==> src/mviu_consts.svh <==
// What this block does
// - Accept nine requests from five source groups.
// - Port 5 pin differing from reference raises change.
// - Enabled port change wakes device from sleep.
// - Wake continues inline; if enabled, vector 006H.
// - External pulses under 8 clocks are rejected.
// - Low-frequency crystal mode bypasses the filter.
// - Edge-select bit picks the active external edge.
// - External interrupt vectors to 003H.
// - Enable instruction sets, disable clears global enable.
// - Flags except port change set regardless of enable.
// - Primary status read returns flags ANDed with mask.
// - Return instruction ends routine, sets global enable.
// - Timers vector to 009H, 018H, 01BH, 01EH.
// - ADC completion vectors to 00CH.
// - High/low pulse underflows vector to 012H, 015H.
// - Save accumulator, status, select on entry; restore after.
// - Single shadow copy, overwritten by later interrupts.
// - Priority: ext, change, main, ADC, high, low, A, B, C.
`ifndef MVIU_CONSTS_SVH
`define MVIU_CONSTS_SVH

// Source indices, which are also the priority order, 0 being highest.
`define MVIU_SRC_EXT 0
`define MVIU_SRC_CHG 1
`define MVIU_SRC_MAIN 2
`define MVIU_SRC_ADC 3
`define MVIU_SRC_HIGH 4
`define MVIU_SRC_LOW 5
`define MVIU_SRC_TA 6
`define MVIU_SRC_TB 7
`define MVIU_SRC_TC 8
`define MVIU_NSRC 9

// Vector addresses in source order.
`define MVIU_VEC_EXT 10'h003
`define MVIU_VEC_CHG 10'h006
`define MVIU_VEC_MAIN 10'h009
`define MVIU_VEC_ADC 10'h00C
`define MVIU_VEC_HIGH 10'h012
`define MVIU_VEC_LOW 10'h015
`define MVIU_VEC_TA 10'h018
`define MVIU_VEC_TB 10'h01B
`define MVIU_VEC_TC 10'h01E

// Noise filter: a level must hold this many clocks to be accepted.
`define MVIU_FILT_CYCLES 4'h8
`define MVIU_FILT_ZERO 4'h0
`define MVIU_FILT_ONE 4'h1

// Reset values.
`define MVIU_FLAGS_RST 9'h000
`define MVIU_BYTE_RST 8'h00
`define MVIU_PORT_RST 8'h00

`endif

==> src/mviu_pkg.sv <==
package mviu_pkg;

    // Core-visible registers saved on interrupt entry.
    typedef struct packed {
        logic [7:0] accumulator;
        logic [7:0] status_register;
        logic [7:0] file_select_register;
    } mviu_ctx_type;

    // Per-source event strobes from the timers, ADC and pulse generator.
    typedef struct packed {
        logic timer_c;
        logic timer_b;
        logic timer_a;
        logic low_time;
        logic high_time;
        logic adc_done;
        logic main_timer;
    } mviu_evt_type;

    // Instruction strobes from the decoder.
    typedef struct packed {
        logic enable_irq_instr;
        logic disable_irq_instr;
        logic return_from_irq_instr;
        logic sleep_instr;
        logic port5_read;
    } mviu_instr_type;

    // Sequencer state.
    typedef enum logic [1:0] {
        MVIU_RUN,
        MVIU_SLEEP,
        MVIU_SERVICE
    } mviu_state_type;

    // Whole state of the filter module.
    typedef struct packed {
        logic [3:0] count;
        logic level;
        logic prev;
        logic edge_seen;
    } mviu_filt_type;

    // Whole state of the top module.
    typedef struct packed {
        mviu_state_type state;
        logic gie;
        logic [8:0] flags;
        logic [7:0] port_ref;
        logic chg_en_at_sleep;
        mviu_ctx_type shadow;
        logic [9:0] vector;
        logic vector_valid;
        logic restore_valid;
        logic wake;
    } mviu_top_type;

endpackage : mviu_pkg

==> src/mviu_ext_filter.sv <==
`timescale 1ns/1ps
`include "mviu_consts.svh"

// External pin conditioner: noise rejection, edge select, one-cycle edge strobe.
module mviu_ext_filter
    import mviu_pkg::*;
(
    input wire logic clock, // System clock.
    input wire logic arst_n, // Asynchronous active-low reset.
    input wire logic clk_en, // Freezes all state while low.
    input wire logic pin_sync, // Already synchronised pin level.
    input wire logic bypass, // High to skip noise rejection.
    input wire logic edge_rising, // High selects the rising edge.
    output logic edge_pulse // One-cycle pulse on an accepted edge.
);

    mviu_filt_type s_q; // Registered state.
    mviu_filt_type s_d; // Next state.
    logic filtered; // Level after optional filter.

    // The filter accepts a new level only once it has stood 8 clocks.
    always_comb begin
        s_d = s_q;
        if (pin_sync == s_q.level) begin
            s_d.count = `MVIU_FILT_ZERO;
        end else if (s_q.count == `MVIU_FILT_CYCLES - `MVIU_FILT_ONE) begin
            s_d.level = pin_sync;
            s_d.count = `MVIU_FILT_ZERO;
        end else begin
            s_d.count = s_q.count + `MVIU_FILT_ONE;
        end
        filtered = bypass ? pin_sync : s_q.level;
        s_d.prev = filtered;
        // Edge polarity follows the select bit.
        s_d.edge_seen = edge_rising ? (filtered & ~s_q.prev)
                                    : (~filtered & s_q.prev);
    end

    // Registered state; edge_pulse is a flop output ANDed with clk_en.
    always_ff @(posedge clock or negedge arst_n) begin
        if (!arst_n) begin
            s_q <= '0;
        end else if (clk_en) begin
            s_q <= s_d;
        end
    end

    assign edge_pulse = s_q.edge_seen & clk_en;

endmodule : mviu_ext_filter

==> src/mviu_vectored_interrupt_unit.sv <==
`timescale 1ns/1ps
`include "mviu_consts.svh"

// Vectored interrupt unit: flags, masks, priority, vectors, context shadow.
module mviu_vectored_interrupt_unit
    import mviu_pkg::*;
(
    input wire logic clock, // System clock, 200 MHz.
    input wire logic arst_n, // Asynchronous active-low reset.
    input wire logic clk_en, // Freezes all state while low.
    input wire logic ext_pin, // External interrupt pin, asynchronous.
    input wire logic [7:0] port5_pins, // Port 5 pin levels, asynchronous.
    input wire logic ext_edge_select, // 1 rising, 0 falling.
    input wire logic low_freq_crystal_mode, // Bypasses the noise filter.
    input mviu_evt_type events, // One-cycle source events.
    input mviu_instr_type instr, // One-cycle instruction strobes.
    input wire logic [8:0] irq_mask_reg, // Mask per source, source order.
    input wire logic [8:0] flag_clear, // Software clears, one per source.
    input mviu_ctx_type ctx_now, // Live core registers.
    input wire logic ack, // Core has taken the vector.
    output logic [8:0] irq_flags, // Raw flags.
    output logic [8:0] irq_flag_read, // Flags ANDed with mask.
    output logic [7:0] port5_ref, // Reference value for change detection.
    output logic global_enable, // Global interrupt enable.
    output logic sleeping, // Device is asleep.
    output logic wake, // One-cycle wake pulse.
    output logic vector_valid, // Vector request to the core.
    output logic [9:0] vector_addr, // Fetch address for the vector.
    output mviu_ctx_type ctx_restore, // Context to restore.
    output logic restore_valid // One-cycle restore strobe.
);

    // Two-flop synchronisers; first stage read only by second stage.
    logic ext_s1_q;
    logic ext_s2_q;
    logic [7:0] p5_s1_q;
    logic [7:0] p5_s2_q;
    logic ext_edge; // Accepted external edge.
    logic [8:0] evt_set; // Per-source set requests.
    logic [8:0] pending; // Flags that are masked in.
    logic [9:0] vec_table [`MVIU_NSRC]; // Vector per source.
    logic [`MVIU_NSRC-1:0] win; // One-hot winner.
    logic [9:0] win_vec; // Winner's vector.
    mviu_top_type s_q; // Registered state.
    mviu_top_type s_d; // Next state.

    always_ff @(posedge clock or negedge arst_n) begin
        if (!arst_n) begin
            ext_s1_q <= 1'h0;
            ext_s2_q <= 1'h0;
            p5_s1_q <= `MVIU_PORT_RST;
            p5_s2_q <= `MVIU_PORT_RST;
        end else if (clk_en) begin
            ext_s1_q <= ext_pin;
            ext_s2_q <= ext_s1_q;
            p5_s1_q <= port5_pins;
            p5_s2_q <= p5_s1_q;
        end
    end

    // Noise filter and edge select live in their own module.
    mviu_ext_filter u_filt (
        .clock(clock),
        .arst_n(arst_n),
        .clk_en(clk_en),
        .pin_sync(ext_s2_q),
        .bypass(low_freq_crystal_mode),
        .edge_rising(ext_edge_select),
        .edge_pulse(ext_edge)
    );

    // Gather the nine sources in priority order.
    always_comb begin
        evt_set = '0;
        evt_set[`MVIU_SRC_EXT] = ext_edge;
        evt_set[`MVIU_SRC_CHG] = |(p5_s2_q ^ s_q.port_ref)
                                 & irq_mask_reg[`MVIU_SRC_CHG];
        evt_set[`MVIU_SRC_MAIN] = events.main_timer;
        evt_set[`MVIU_SRC_ADC] = events.adc_done;
        evt_set[`MVIU_SRC_HIGH] = events.high_time;
        evt_set[`MVIU_SRC_LOW] = events.low_time;
        evt_set[`MVIU_SRC_TA] = events.timer_a;
        evt_set[`MVIU_SRC_TB] = events.timer_b;
        evt_set[`MVIU_SRC_TC] = events.timer_c;
    end

    assign vec_table[`MVIU_SRC_EXT] = `MVIU_VEC_EXT;
    assign vec_table[`MVIU_SRC_CHG] = `MVIU_VEC_CHG;
    assign vec_table[`MVIU_SRC_MAIN] = `MVIU_VEC_MAIN;
    assign vec_table[`MVIU_SRC_ADC] = `MVIU_VEC_ADC;
    assign vec_table[`MVIU_SRC_HIGH] = `MVIU_VEC_HIGH;
    assign vec_table[`MVIU_SRC_LOW] = `MVIU_VEC_LOW;
    assign vec_table[`MVIU_SRC_TA] = `MVIU_VEC_TA;
    assign vec_table[`MVIU_SRC_TB] = `MVIU_VEC_TB;
    assign vec_table[`MVIU_SRC_TC] = `MVIU_VEC_TC;

    assign pending = s_q.flags & irq_mask_reg;

    // Fixed priority: a source wins when no lower index is pending.
    genvar gi;
    generate
        for (gi = 0; gi < `MVIU_NSRC; gi++) begin : g_prio
            if (gi == 0) begin : g_first
                assign win[gi] = pending[gi];
            end else begin : g_rest
                assign win[gi] = pending[gi] & ~|pending[gi-1:0];
            end
        end
    endgenerate

    // Select the winner's vector from the one-hot.
    always_comb begin
        win_vec = '0;
        for (int i = 0; i < `MVIU_NSRC; i++) begin
            win_vec = win_vec | (vec_table[i] & {10{win[i]}});
        end
    end

    // Next-state logic: flags, enable, sleep, vector and shadow.
    always_comb begin
        s_d = s_q;
        s_d.wake = 1'h0;
        s_d.restore_valid = 1'h0;
        // Set beats clear in the same cycle; flags ignore global enable.
        s_d.flags = (s_q.flags & ~flag_clear) | evt_set;
        // Reading port 5 refreshes the change reference.
        if (instr.port5_read) begin
            s_d.port_ref = p5_s2_q;
        end
        if (instr.enable_irq_instr) begin
            s_d.gie = 1'h1;
        end else if (instr.disable_irq_instr) begin
            s_d.gie = 1'h0;
        end
        unique case (s_q.state)
            MVIU_RUN: begin
                if (instr.sleep_instr) begin
                    s_d.state = MVIU_SLEEP;
                    s_d.chg_en_at_sleep = irq_mask_reg[`MVIU_SRC_CHG];
                end else if (s_q.gie && (|pending)) begin
                    // Take the vector and save context in one step.
                    s_d.state = MVIU_SERVICE;
                    s_d.gie = 1'h0;
                    s_d.vector = win_vec;
                    s_d.vector_valid = 1'h1;
                    s_d.shadow = ctx_now;
                end
            end
            MVIU_SLEEP: begin
                // Only a change enabled before sleeping can wake.
                if (s_q.chg_en_at_sleep && evt_set[`MVIU_SRC_CHG]) begin
                    s_d.state = MVIU_RUN;
                    s_d.wake = 1'h1;
                end
            end
            MVIU_SERVICE: begin
                if (ack) begin
                    s_d.vector_valid = 1'h0;
                end
                // A nested request while enabled overwrites the shadow.
                if (s_q.gie && (|pending) && !s_q.vector_valid) begin
                    s_d.gie = 1'h0;
                    s_d.vector = win_vec;
                    s_d.vector_valid = 1'h1;
                    s_d.shadow = ctx_now;
                end else if (instr.return_from_irq_instr) begin
                    s_d.state = MVIU_RUN;
                    s_d.gie = 1'h1;
                    s_d.restore_valid = 1'h1;
                end
            end
        endcase
    end

    // One register for the whole state.
    always_ff @(posedge clock or negedge arst_n) begin
        if (!arst_n) begin
            s_q <= '0;
        end else if (clk_en) begin
            s_q <= s_d;
        end
    end

    assign irq_flags = s_q.flags;
    assign irq_flag_read = s_q.flags & irq_mask_reg;
    assign port5_ref = s_q.port_ref;
    assign global_enable = s_q.gie;
    assign sleeping = (s_q.state == MVIU_SLEEP);
    assign wake = s_q.wake;
    assign vector_valid = s_q.vector_valid;
    assign vector_addr = s_q.vector;
    assign ctx_restore = s_q.shadow;
    assign restore_valid = s_q.restore_valid;

endmodule : mviu_vectored_interrupt_unit

==> config.mk <==
export PLATFORM = sky130hd
export DESIGN_NAME = mviu_vectored_interrupt_unit
export DESIGN_NICKNAME = d
export VERILOG_FILES = /design/src/mviu_pkg.sv /design/src/mviu_ext_filter.sv /design/src/mviu_vectored_interrupt_unit.sv
export VERILOG_INCLUDE_DIRS = /design/src
export SDC_FILE = /design/constraint.sdc
export NUM_CORES = 1
export LEC_CHECK = 0
export BUFFER_PORTS_ARGS = -buffer_cell sky130_fd_sc_hd__clkbuf_2
export CAP_MARGIN = 30
export CORE_ASPECT_RATIO = 0.9
export CORE_MARGIN = 10
export CORE_UTILIZATION = 30
export DETAILED_ROUTE_END_ITERATION = 12
export HOLD_SLACK_MARGIN = 0.05
export PLACE_DENSITY = 0.52
export SYNTH_ARGS = -nofsm -noshare
export SYNTH_HDL_FRONTEND = slang
export SYNTH_SLANG_ARGS = --single-unit
==> constraint.sdc <==
create_clock -name clock -period 2.3 [get_ports clock]
set_input_delay 0.115 -clock clock [delete_from_list [all_inputs] [get_ports clock]]
set_output_delay 0.115 -clock clock [all_outputs]
set_load 0.01 [all_outputs]
==> results of run 1 <==
==> layer usage <==
layer  vias to the layer above  track usage
li1                       1371            -
met5                         -            0
met1                      1366        0.133
met4                         0       0.0285
met3                        10       0.0460
met2                        94        0.177
==> cells by family (layout without fill, tap and decap cells) <==
kind of cell / count (synthesis) / in the layout / synth area share
AOI/OAI and AO/OA: 49 / 49 / 0.0883
xor gates and xnor gates: 9 / 9 / 0.0199
adders and majority gates: 4 / 4 / 0.0127
buffers and inverters: 75 / 211 / 0.133
DFF: 78 / 78 / 0.494
muxes: 59 / 59 / 0.186
other: 1 / 5 / 0.000949
and+or+nand+nor: 58 / 58 / 0.0655
==> registers in the layout (all words and copies together), names as in the netlist, 3 cells and up <==
signal / cells
port5_ref: 8
u_filt.s_q: 7
vector_addr: 5
ctx_restore: 24
s_q: 3
p5_s1_q: 8
irq_flags: 9
p5_s2_q: 8
==> timing repair <==
item / in CTS / in global routing
endpoints found under the hold margin: 74 / 0
hold buffers: 44 / 0
setup buffers: 0 / 0
setup endpoints to repair: 0 / 0
==> cells in the final DEF (no fill, tap or decap), types with 3 or more instances in the layout <==
cell                            count
sky130_fd_sc_hd__nand2_1           28
sky130_fd_sc_hd__dfrtp_1           78
sky130_fd_sc_hd__a21oi_1            8
sky130_fd_sc_hd__o31ai_1            3
sky130_fd_sc_hd__nand3_1            4
sky130_fd_sc_hd__xor2_1             8
sky130_fd_sc_hd__conb_1             5
sky130_fd_sc_hd__mux2_2            33
sky130_fd_sc_hd__dlygate4sd3_1     44
sky130_fd_sc_hd__mux2i_1            3
sky130_fd_sc_hd__a22o_1             8
sky130_fd_sc_hd__ha_1               4
sky130_fd_sc_hd__buf_4             10
sky130_fd_sc_hd__clkbuf_2         127
sky130_fd_sc_hd__nor2_1            11
sky130_fd_sc_hd__mux2_1             3
sky130_fd_sc_hd__clkbuf_16          9
sky130_fd_sc_hd__inv_1             14
sky130_fd_sc_hd__o21ai_0           10
sky130_fd_sc_hd__a22oi_1            4
sky130_fd_sc_hd__mux2_4            20
==> Yosys cell counts (3+ instances only) <==
cell                       number  share of area
sky130_fd_sc_hd__a21oi_1        8          0.010
sky130_fd_sc_hd__o31ai_1        3         0.0057
sky130_fd_sc_hd__buf_4         51          0.097
sky130_fd_sc_hd__dfrtp_1       78           0.49
sky130_fd_sc_hd__mux2_1         3         0.0085
sky130_fd_sc_hd__nor2_1        11          0.010
sky130_fd_sc_hd__inv_1         14          0.013
sky130_fd_sc_hd__clkbuf_1       5         0.0047
sky130_fd_sc_hd__nand3_1        4         0.0051
sky130_fd_sc_hd__mux2_2        33          0.094
sky130_fd_sc_hd__a22o_1         8          0.018
sky130_fd_sc_hd__nand2_1       28          0.027
sky130_fd_sc_hd__ha_1           4          0.013
sky130_fd_sc_hd__xor2_1         8          0.018
sky130_fd_sc_hd__mux2_4        20          0.076
sky130_fd_sc_hd__o21ai_0       10          0.013
sky130_fd_sc_hd__mux2i_1        3         0.0076
sky130_fd_sc_hd__a22oi_1        4         0.0076
==> power by group through the flow <==
stage,clock (uW),sequential (uW),combinational [uW]
floorplan,0,1600,402
global placement,0,1620,571
detailed placement,0,1630,588
CTS,1560,1610,655
global route,1610,1630,716
finish,1490,1610,639
==> worst paths after layout <==
path | to | cells after the start
worst min register to register | vector_addr[1] | 1
worst max-delay path | ctx_restore[7] | 7
worst max register to register | ctx_restore[7] | 7
worst min-delay path | irq_flags[0] | 3
max in group asynchronous | p5_s1_q[4] | 3
min in group asynchronous | ctx_restore[7] | 2
==> stage by stage <==
step	total power, uW	setup WS, ps
after CTS	3820	163
after floorplan	2010	233
after detailed placement	2220	169
after global routing	3960	81.1
after global placement	2200	224
final	3730	158
==> worst min-delay path, cell delays in order <==
cell and delay [ps]:
sky130_fd_sc_hd__clkbuf_2 80, sky130_fd_sc_hd__nand2_1 50, sky130_fd_sc_hd__a22o_1 110
==> layout make-up <==
type	count	area (sq um)
Fill cell	1221	7570
Sequential cell	78	1950
Multi-Input combinational cell	184	1490
Timing Repair Buffer	183	1200
Clock buffer	10	239
Tap cell	164	205
Clock inverter	4	72.6
Inverter	14	52.6
==> metrics.txt, run 1 <==
result of the run completed; MaxCap Viol Count 0; synth warn 0; Worst-Skew Late Latency 330 ps; count of distinct cell types in the synthesized netlist 46; number of buffers inserted during clock tree synthesis 9; DIE AREA 18200 sq um; power spent charging and discharging nets 935 uW; residual antenna-violating net count after detailed routing 0; Via density about 4.5; combinational fraction of design power 0.171; number of clock sinks seen by CTS about 80; number of enable flip-flop cells after synthesis 0; final sum of negative setup slack 0 ps; post-cts repair resize count 0; delay contributed by the slowest stage of the critical path approximately 460 ps; deepest level of the CTS H-tree 3; worst ir drop on vdd 0.000446 V; Pwr per Cell Area slightly above 700 nW/um^2; placer's final routability congestion estimate 0.769; share of synthesized registers carrying an async set or reset 1.00; routed wl met2 about 4.6 mm; cell chosen for the clock root sky130_fd_sc_hd__clkbuf_16; core region area between 10000 and 15000 sq um; CP Launch Point s_q[56]; via count of the first global-routing pass 3077; Starting Density 0.309; Tmin final 2140 ps; number of cells after detailed placement 579; critical hold path startpoint flag_clear[0]; count of buffers inserted at the top-level ports roughly 130; clock-pin slew on the worst setup and hold paths about 60 ps; sequential share of the synthesized area 0.494; net count of the finished layout approximately 540; data arrival at the endpoint of the critical path roughly 2400 ps; Layout Area Growth over Synthesis 31.9%; die height 129 microns; DR vias 2841; wire length the detailed router placed on met1 4.48 mm; kind of start point of the critical path register; worst min-delay path class input pin to register; worst r2r src s_q[56]; global route overflow 0; met3 routed wirelength 783 microns; CP Cell Sequence inv_1 > ha_1 > a22oi_1 > o21ai_0 > or3_2 > buf_12 > mux2_1; non-filler cells in the finished layout ~640; Mapped Cells 333; routed wire length approximately 10 mm; maximum fanout count along the critical path 33; TritonCTS clock tree yes; cell area after layout 5210 sq um; setup repair after global routing missed its margin false; Die W 141 microns; final critical-path share of the clock period 0.931; number of detailed-route iterations in the first pass 4; mean instance size in the synthesized netlist around 12 sq um; minimum setup slack among reg-to-reg paths 160 ps; slowest cell on the critical path sky130_fd_sc_hd__or3_2; HPWL Detailed 7.56 mm; synthesized area 3950 sq um; predominant post-synthesis flop cell sky130_fd_sc_hd__dfrtp_1; post-route core utilization 0.408; antenna violations before repair 0; largest net degree at the start of global routing 45; Area after DPL ~4500 sq um; final setup skew 5.64 ps; clock tree buffer depth 2; startpoint-to-endpoint class of the critical path register to register; Max Slew Vio Count 0; CP top delay family simple AND/OR/NAND/NOR gates; ant diodes 0; number of synthesized register bits ~80; part of the power in registers 0.430; I/O Pins 134; DRC violation count after routing 0; switching share of total power 0.250; number of hold-slack violations in the final timing report 0; Final Hold Slack roughly 65 ps; wire length of the first global-routing pass 16.1 mm; WL per Instance 15.7 microns; sort of element at the end of the critical path register; uppermost signal routing layer after detailed routing met4; Crit path buffers/inverters 2; DR iter-0 viols 103; standby leakage power around 0.0027 uW; internal power consumption 2800 uW; total track usage 0.110; data required time of the critical path 2510 ps; Row Count 39; final setup vio count 0; clock network power share 0.399; maximum frequency from static timing analysis 467 MHz; fraction of final layout cells sized beyond drive strength 1 0.440
Power figures use the tool's default switching activity.
==> inputs of run 2 (changes only) <==
- ABC_AREA: not set -> 1
==> run 2 against run 1 <==
  * Synthesized area grew 2.1%
  * Non-clock buffer count rose by 3
  * Wire length increased by 8.3%
  * Final cell count is 21% higher
  * Die area grew 1.8%
  * Design area grew 1.3%
  * Global-route usage increased by 1.2 points
  * Combinational power grew to 3.0 times the previous value
  * Worst setup slack gained 190 ps
  * Core utilization is 0.95 points lower
  * Clock power fell by 5%
  * Critical path depth increased by 2
  * Critical endpoint unchanged
==> metrics.txt, run 2 <==
result of the run completed; Max Slew Vio Count 0 (unchanged); synth warn 0 (unchanged); number of hold-slack violations in the final timing report 0 (unchanged); minimum setup slack among reg-to-reg paths 350 ps (+190 ps); most common cell in the synthesized netlist sky130_fd_sc_hd__nand2_1; worst slack after detailed placement 357 ps (+188 ps); data required time of the critical path 2530 ps (+20 ps); slowest cell on the critical path sky130_fd_sc_hd__dfrtp_1; Area after DPL 4480 sq um (+0.48%); portion of synthesized cell area occupied by the leading cell type 0.484 (-0.0103); delay contributed by the slowest stage of the critical path 390 ps (-70 ps); sequential share of the synthesized area 0.484 (-0.0103); most frequent cells after synthesis sky130_fd_sc_hd__nand2_1 (157), sky130_fd_sc_hd__dfrtp_1 (78), sky130_fd_sc_hd__buf_4 (53); worst min-delay path class input pin to register; residual antenna-violating net count after detailed routing 0 (unchanged); DIE AREA 18500 sq um (+1.8%); ant diodes 0 (unchanged); number of buffers inserted during clock tree synthesis 9 (unchanged); Row Count 40 (+2.6%); net count of the finished layout 671 (+24%); number of enable flip-flop cells after synthesis 0 (unchanged); standby leakage power 0.00282 uW (+3.1%); most used cells in the layout excluding fill and tap cells sky130_fd_sc_hd__nand2_1 (157), sky130_fd_sc_hd__clkbuf_2 (126), sky130_fd_sc_hd__dfrtp_1 (78); DRC violation count after routing 0 (unchanged); I/O Pins 134 (unchanged); Mapped Cells 469 (+41%); worst ir drop on vdd 0.000382 V (-14%); HPWL Detailed 8.13 mm (+7.5%); MaxCap Viol Count 0 (unchanged); CP Cell Sequence inv_1 > ha_1 > nor2_1 > a21oi_1 > a21boi_4 > nand3_2 > buf_12 > nand2_1 > nand2_1; WL per Instance 14.1 microns (-11%); post-CTS setup repair buffer count 0 (unchanged); wire length of the first global-routing pass 18.0 mm (+12%); Slew headroom 0.577; maximum fanout count along the critical path 21 (-36%); core region area 13300 sq um (+3.7%); mean instance size in the synthesized netlist 8.61 sq um (-27%); multi-input combinational cell area 1480 sq um (-0.92%); post-cts repair resize count 0 (unchanged); synthesized area 4040 sq um (+2.1%); number of detailed-route iterations in the first pass 4 (unchanged); final sum of negative setup slack 0 ps (unchanged); dominant cell type by area after synthesis sky130_fd_sc_hd__dfrtp_1; worst r2r src s_q[56]; cell chosen for the clock root sky130_fd_sc_hd__clkbuf_16; most common library cell in the layout ignoring fill and taps sky130_fd_sc_hd__nand2_1; final setup skew 7.38 ps (+1.75 ps); DR vias 3422 (+20%); Pwr per Cell Area 1010 nW/um^2 (+42%); actual slew at the worst max-slew pin 634 ps; antenna violations before repair 0 (unchanged); CP top delay family simple AND/OR/NAND/NOR gates; clock-pin slew on the worst setup and hold paths 60 ps (about the same); Final Hold Slack 81.7 ps (+16.4 ps); TritonCTS clock tree yes; setup repair after global routing missed its margin false; via count of the first global-routing pass 3607 (+17%); sort of element at the end of the critical path register; number of synthesized register bits 78 (unchanged); Layout Area Growth over Synthesis 30.8%; number of flip-flops under the largest register name 24 (unchanged); startpoint-to-endpoint class of the critical path register to register; largest net degree at the start of global routing 48 (+6.7%); most repeated library cell on the critical path sky130_fd_sc_hd__nand2_1; count of distinct cell types in the synthesized netlist 30 (-35%); deepest level of the CTS H-tree 3 (unchanged); Layout fillers 1368 (+12%); r2r endpoint ctx_restore[7]; cell area after layout 5280 sq um (+1.3%); clock tree buffer depth 2 (unchanged); count of cells along the worst hold path 4 (+1); DR iter-0 viols 125 (+21%); global route overflow 0 (unchanged); final critical-path share of the clock period 0.849 (-0.0826); total power draw 5360 uW (+44%); maximum frequency from static timing analysis 512 MHz (+9.7%); count of buffers inserted at the top-level ports 128 (unchanged); Crit path buffers/inverters 2 (unchanged); critical hold path startpoint ack; number of clock sinks seen by CTS 78 (unchanged); FF-to-FF path depth 9 (+2); Die W 142 microns (+0.91%); PnR worst setup slack 348 ps (+190 ps); routed wire length 10.8 mm (+8.3%); largest cells by area after synthesis sky130_fd_sc_hd__dfrtp_1 (48%), sky130_fd_sc_hd__nand2_1 (15%), sky130_fd_sc_hd__buf_4 (9.9%); worst hold endpoint vector_valid; fraction of final layout cells sized beyond drive strength 1 0.272 (-0.168); Tmin final 1950 ps (-190 ps); hold-fix buffer count after cts 50 (+14%); share of synthesized registers carrying an async set or reset 1.00 (unchanged); kind of start point of the critical path register; placer's final routability congestion estimate 0.780 (+1.4%); Worst-Skew Late Latency 340 ps (about the same); area of all sequential standard cells 1950 sq um (unchanged); data arrival at the endpoint of the critical path 2180 ps (-170 ps); Via density 4.44 (-0.48%); die height 130 microns (+0.89%); Starting Density 0.304 (-0.00482); predominant post-synthesis flop cell sky130_fd_sc_hd__dfrtp_1; final setup vio count 0 (unchanged); total track usage 0.121 (+0.0115)
-- run 2: cell count changes after synthesis, moves of 4 or more --
cell | before | now
sky130_fd_sc_hd__buf_2 | 0 | 7
sky130_fd_sc_hd__nand4_1 | 1 | 32
sky130_fd_sc_hd__mux2_4 | 20 | 0
sky130_fd_sc_hd__nand2_1 | 28 | 157
sky130_fd_sc_hd__nand3_1 | 4 | 15
sky130_fd_sc_hd__o21ai_0 | 10 | 26
sky130_fd_sc_hd__mux2_2 | 33 | 1
sky130_fd_sc_hd__a22oi_1 | 4 | 0
sky130_fd_sc_hd__inv_1 | 14 | 30
sky130_fd_sc_hd__xor2_1 | 8 | 2
sky130_fd_sc_hd__xnor2_1 | 1 | 8
-- run 2: routing by layer --
layer / share of wire / track usage / vias to the layer above
met5: 0 / 0 / -
met3: 0.078 / 0.0469 / 13
met4: 0.017 / 0.0468 / 0
met2: 0.47 / 0.193 / 109
met1: 0.44 / 0.146 / 1585
li1: - / - / 1715
-- run 2: cell type report --
class                      count  share of cell area
inverter                      30              0.0213
clock inverter                 6              0.0133
clock buffer                  10              0.0434
tap                          168              0.0398
timing repair buffer         186               0.233
multi-input combinational    293               0.280
sequential                    78               0.370
-- run 2: how the worst max path moves through the flow --
stage	from	endpoint	slack, ps	cells after the start
final	s_q[56]	ctx_restore[7]	350	9
after global routing	s_q[57]	ctx_restore[23]	140	9
after CTS	s_q[56]	ctx_restore[11]	340	9
after detailed placement	s_q[56]	ctx_restore[7]	360	9
after global placement	s_q[56]	ctx_restore[23]	460	9
after floorplan	s_q[56]	ctx_restore[17]	700	9
-- run 2: cells by family (layout without fill, tap and decap cells) --
family | Yosys count | after routing | share of synthesized area
and+or+nand+nor | 228 | 228 | 0.256
xor gates and xnor gates | 10 | 10 | 0.0217
muxes | 1 | 1 | 0.00279
AOI/OAI and AO/OA | 45 | 45 | 0.0685
buffers and inverters | 102 | 232 | 0.154
DFF | 78 | 78 | 0.484
adders and majority gates | 4 | 4 | 0.0124
other | 1 | 5 | 0.000929
-- run 2: through the flow --
stage,instances,util
floorplan,473,-
global placement,705,0.338
detailed placement,705,0.338
CTS,771,0.398
global route,771,0.398
finish,771,0.398
-- run 2: worst min-delay path, stage by stage --
cell and delay, ps:
sky130_fd_sc_hd__clkbuf_2 90, sky130_fd_sc_hd__nand3_1 80, sky130_fd_sc_hd__nand2_1 50, sky130_fd_sc_hd__nand2_1 50
-- run 2: power breakdown --
| group | internal (uW) | total (uW) | switching, uW |
|---|---|---|---|
| logic | 776 | 1900 | 1130 |
| clock network | 848 | 1420 | 568 |
| registers | 1780 | 2040 | 267 |
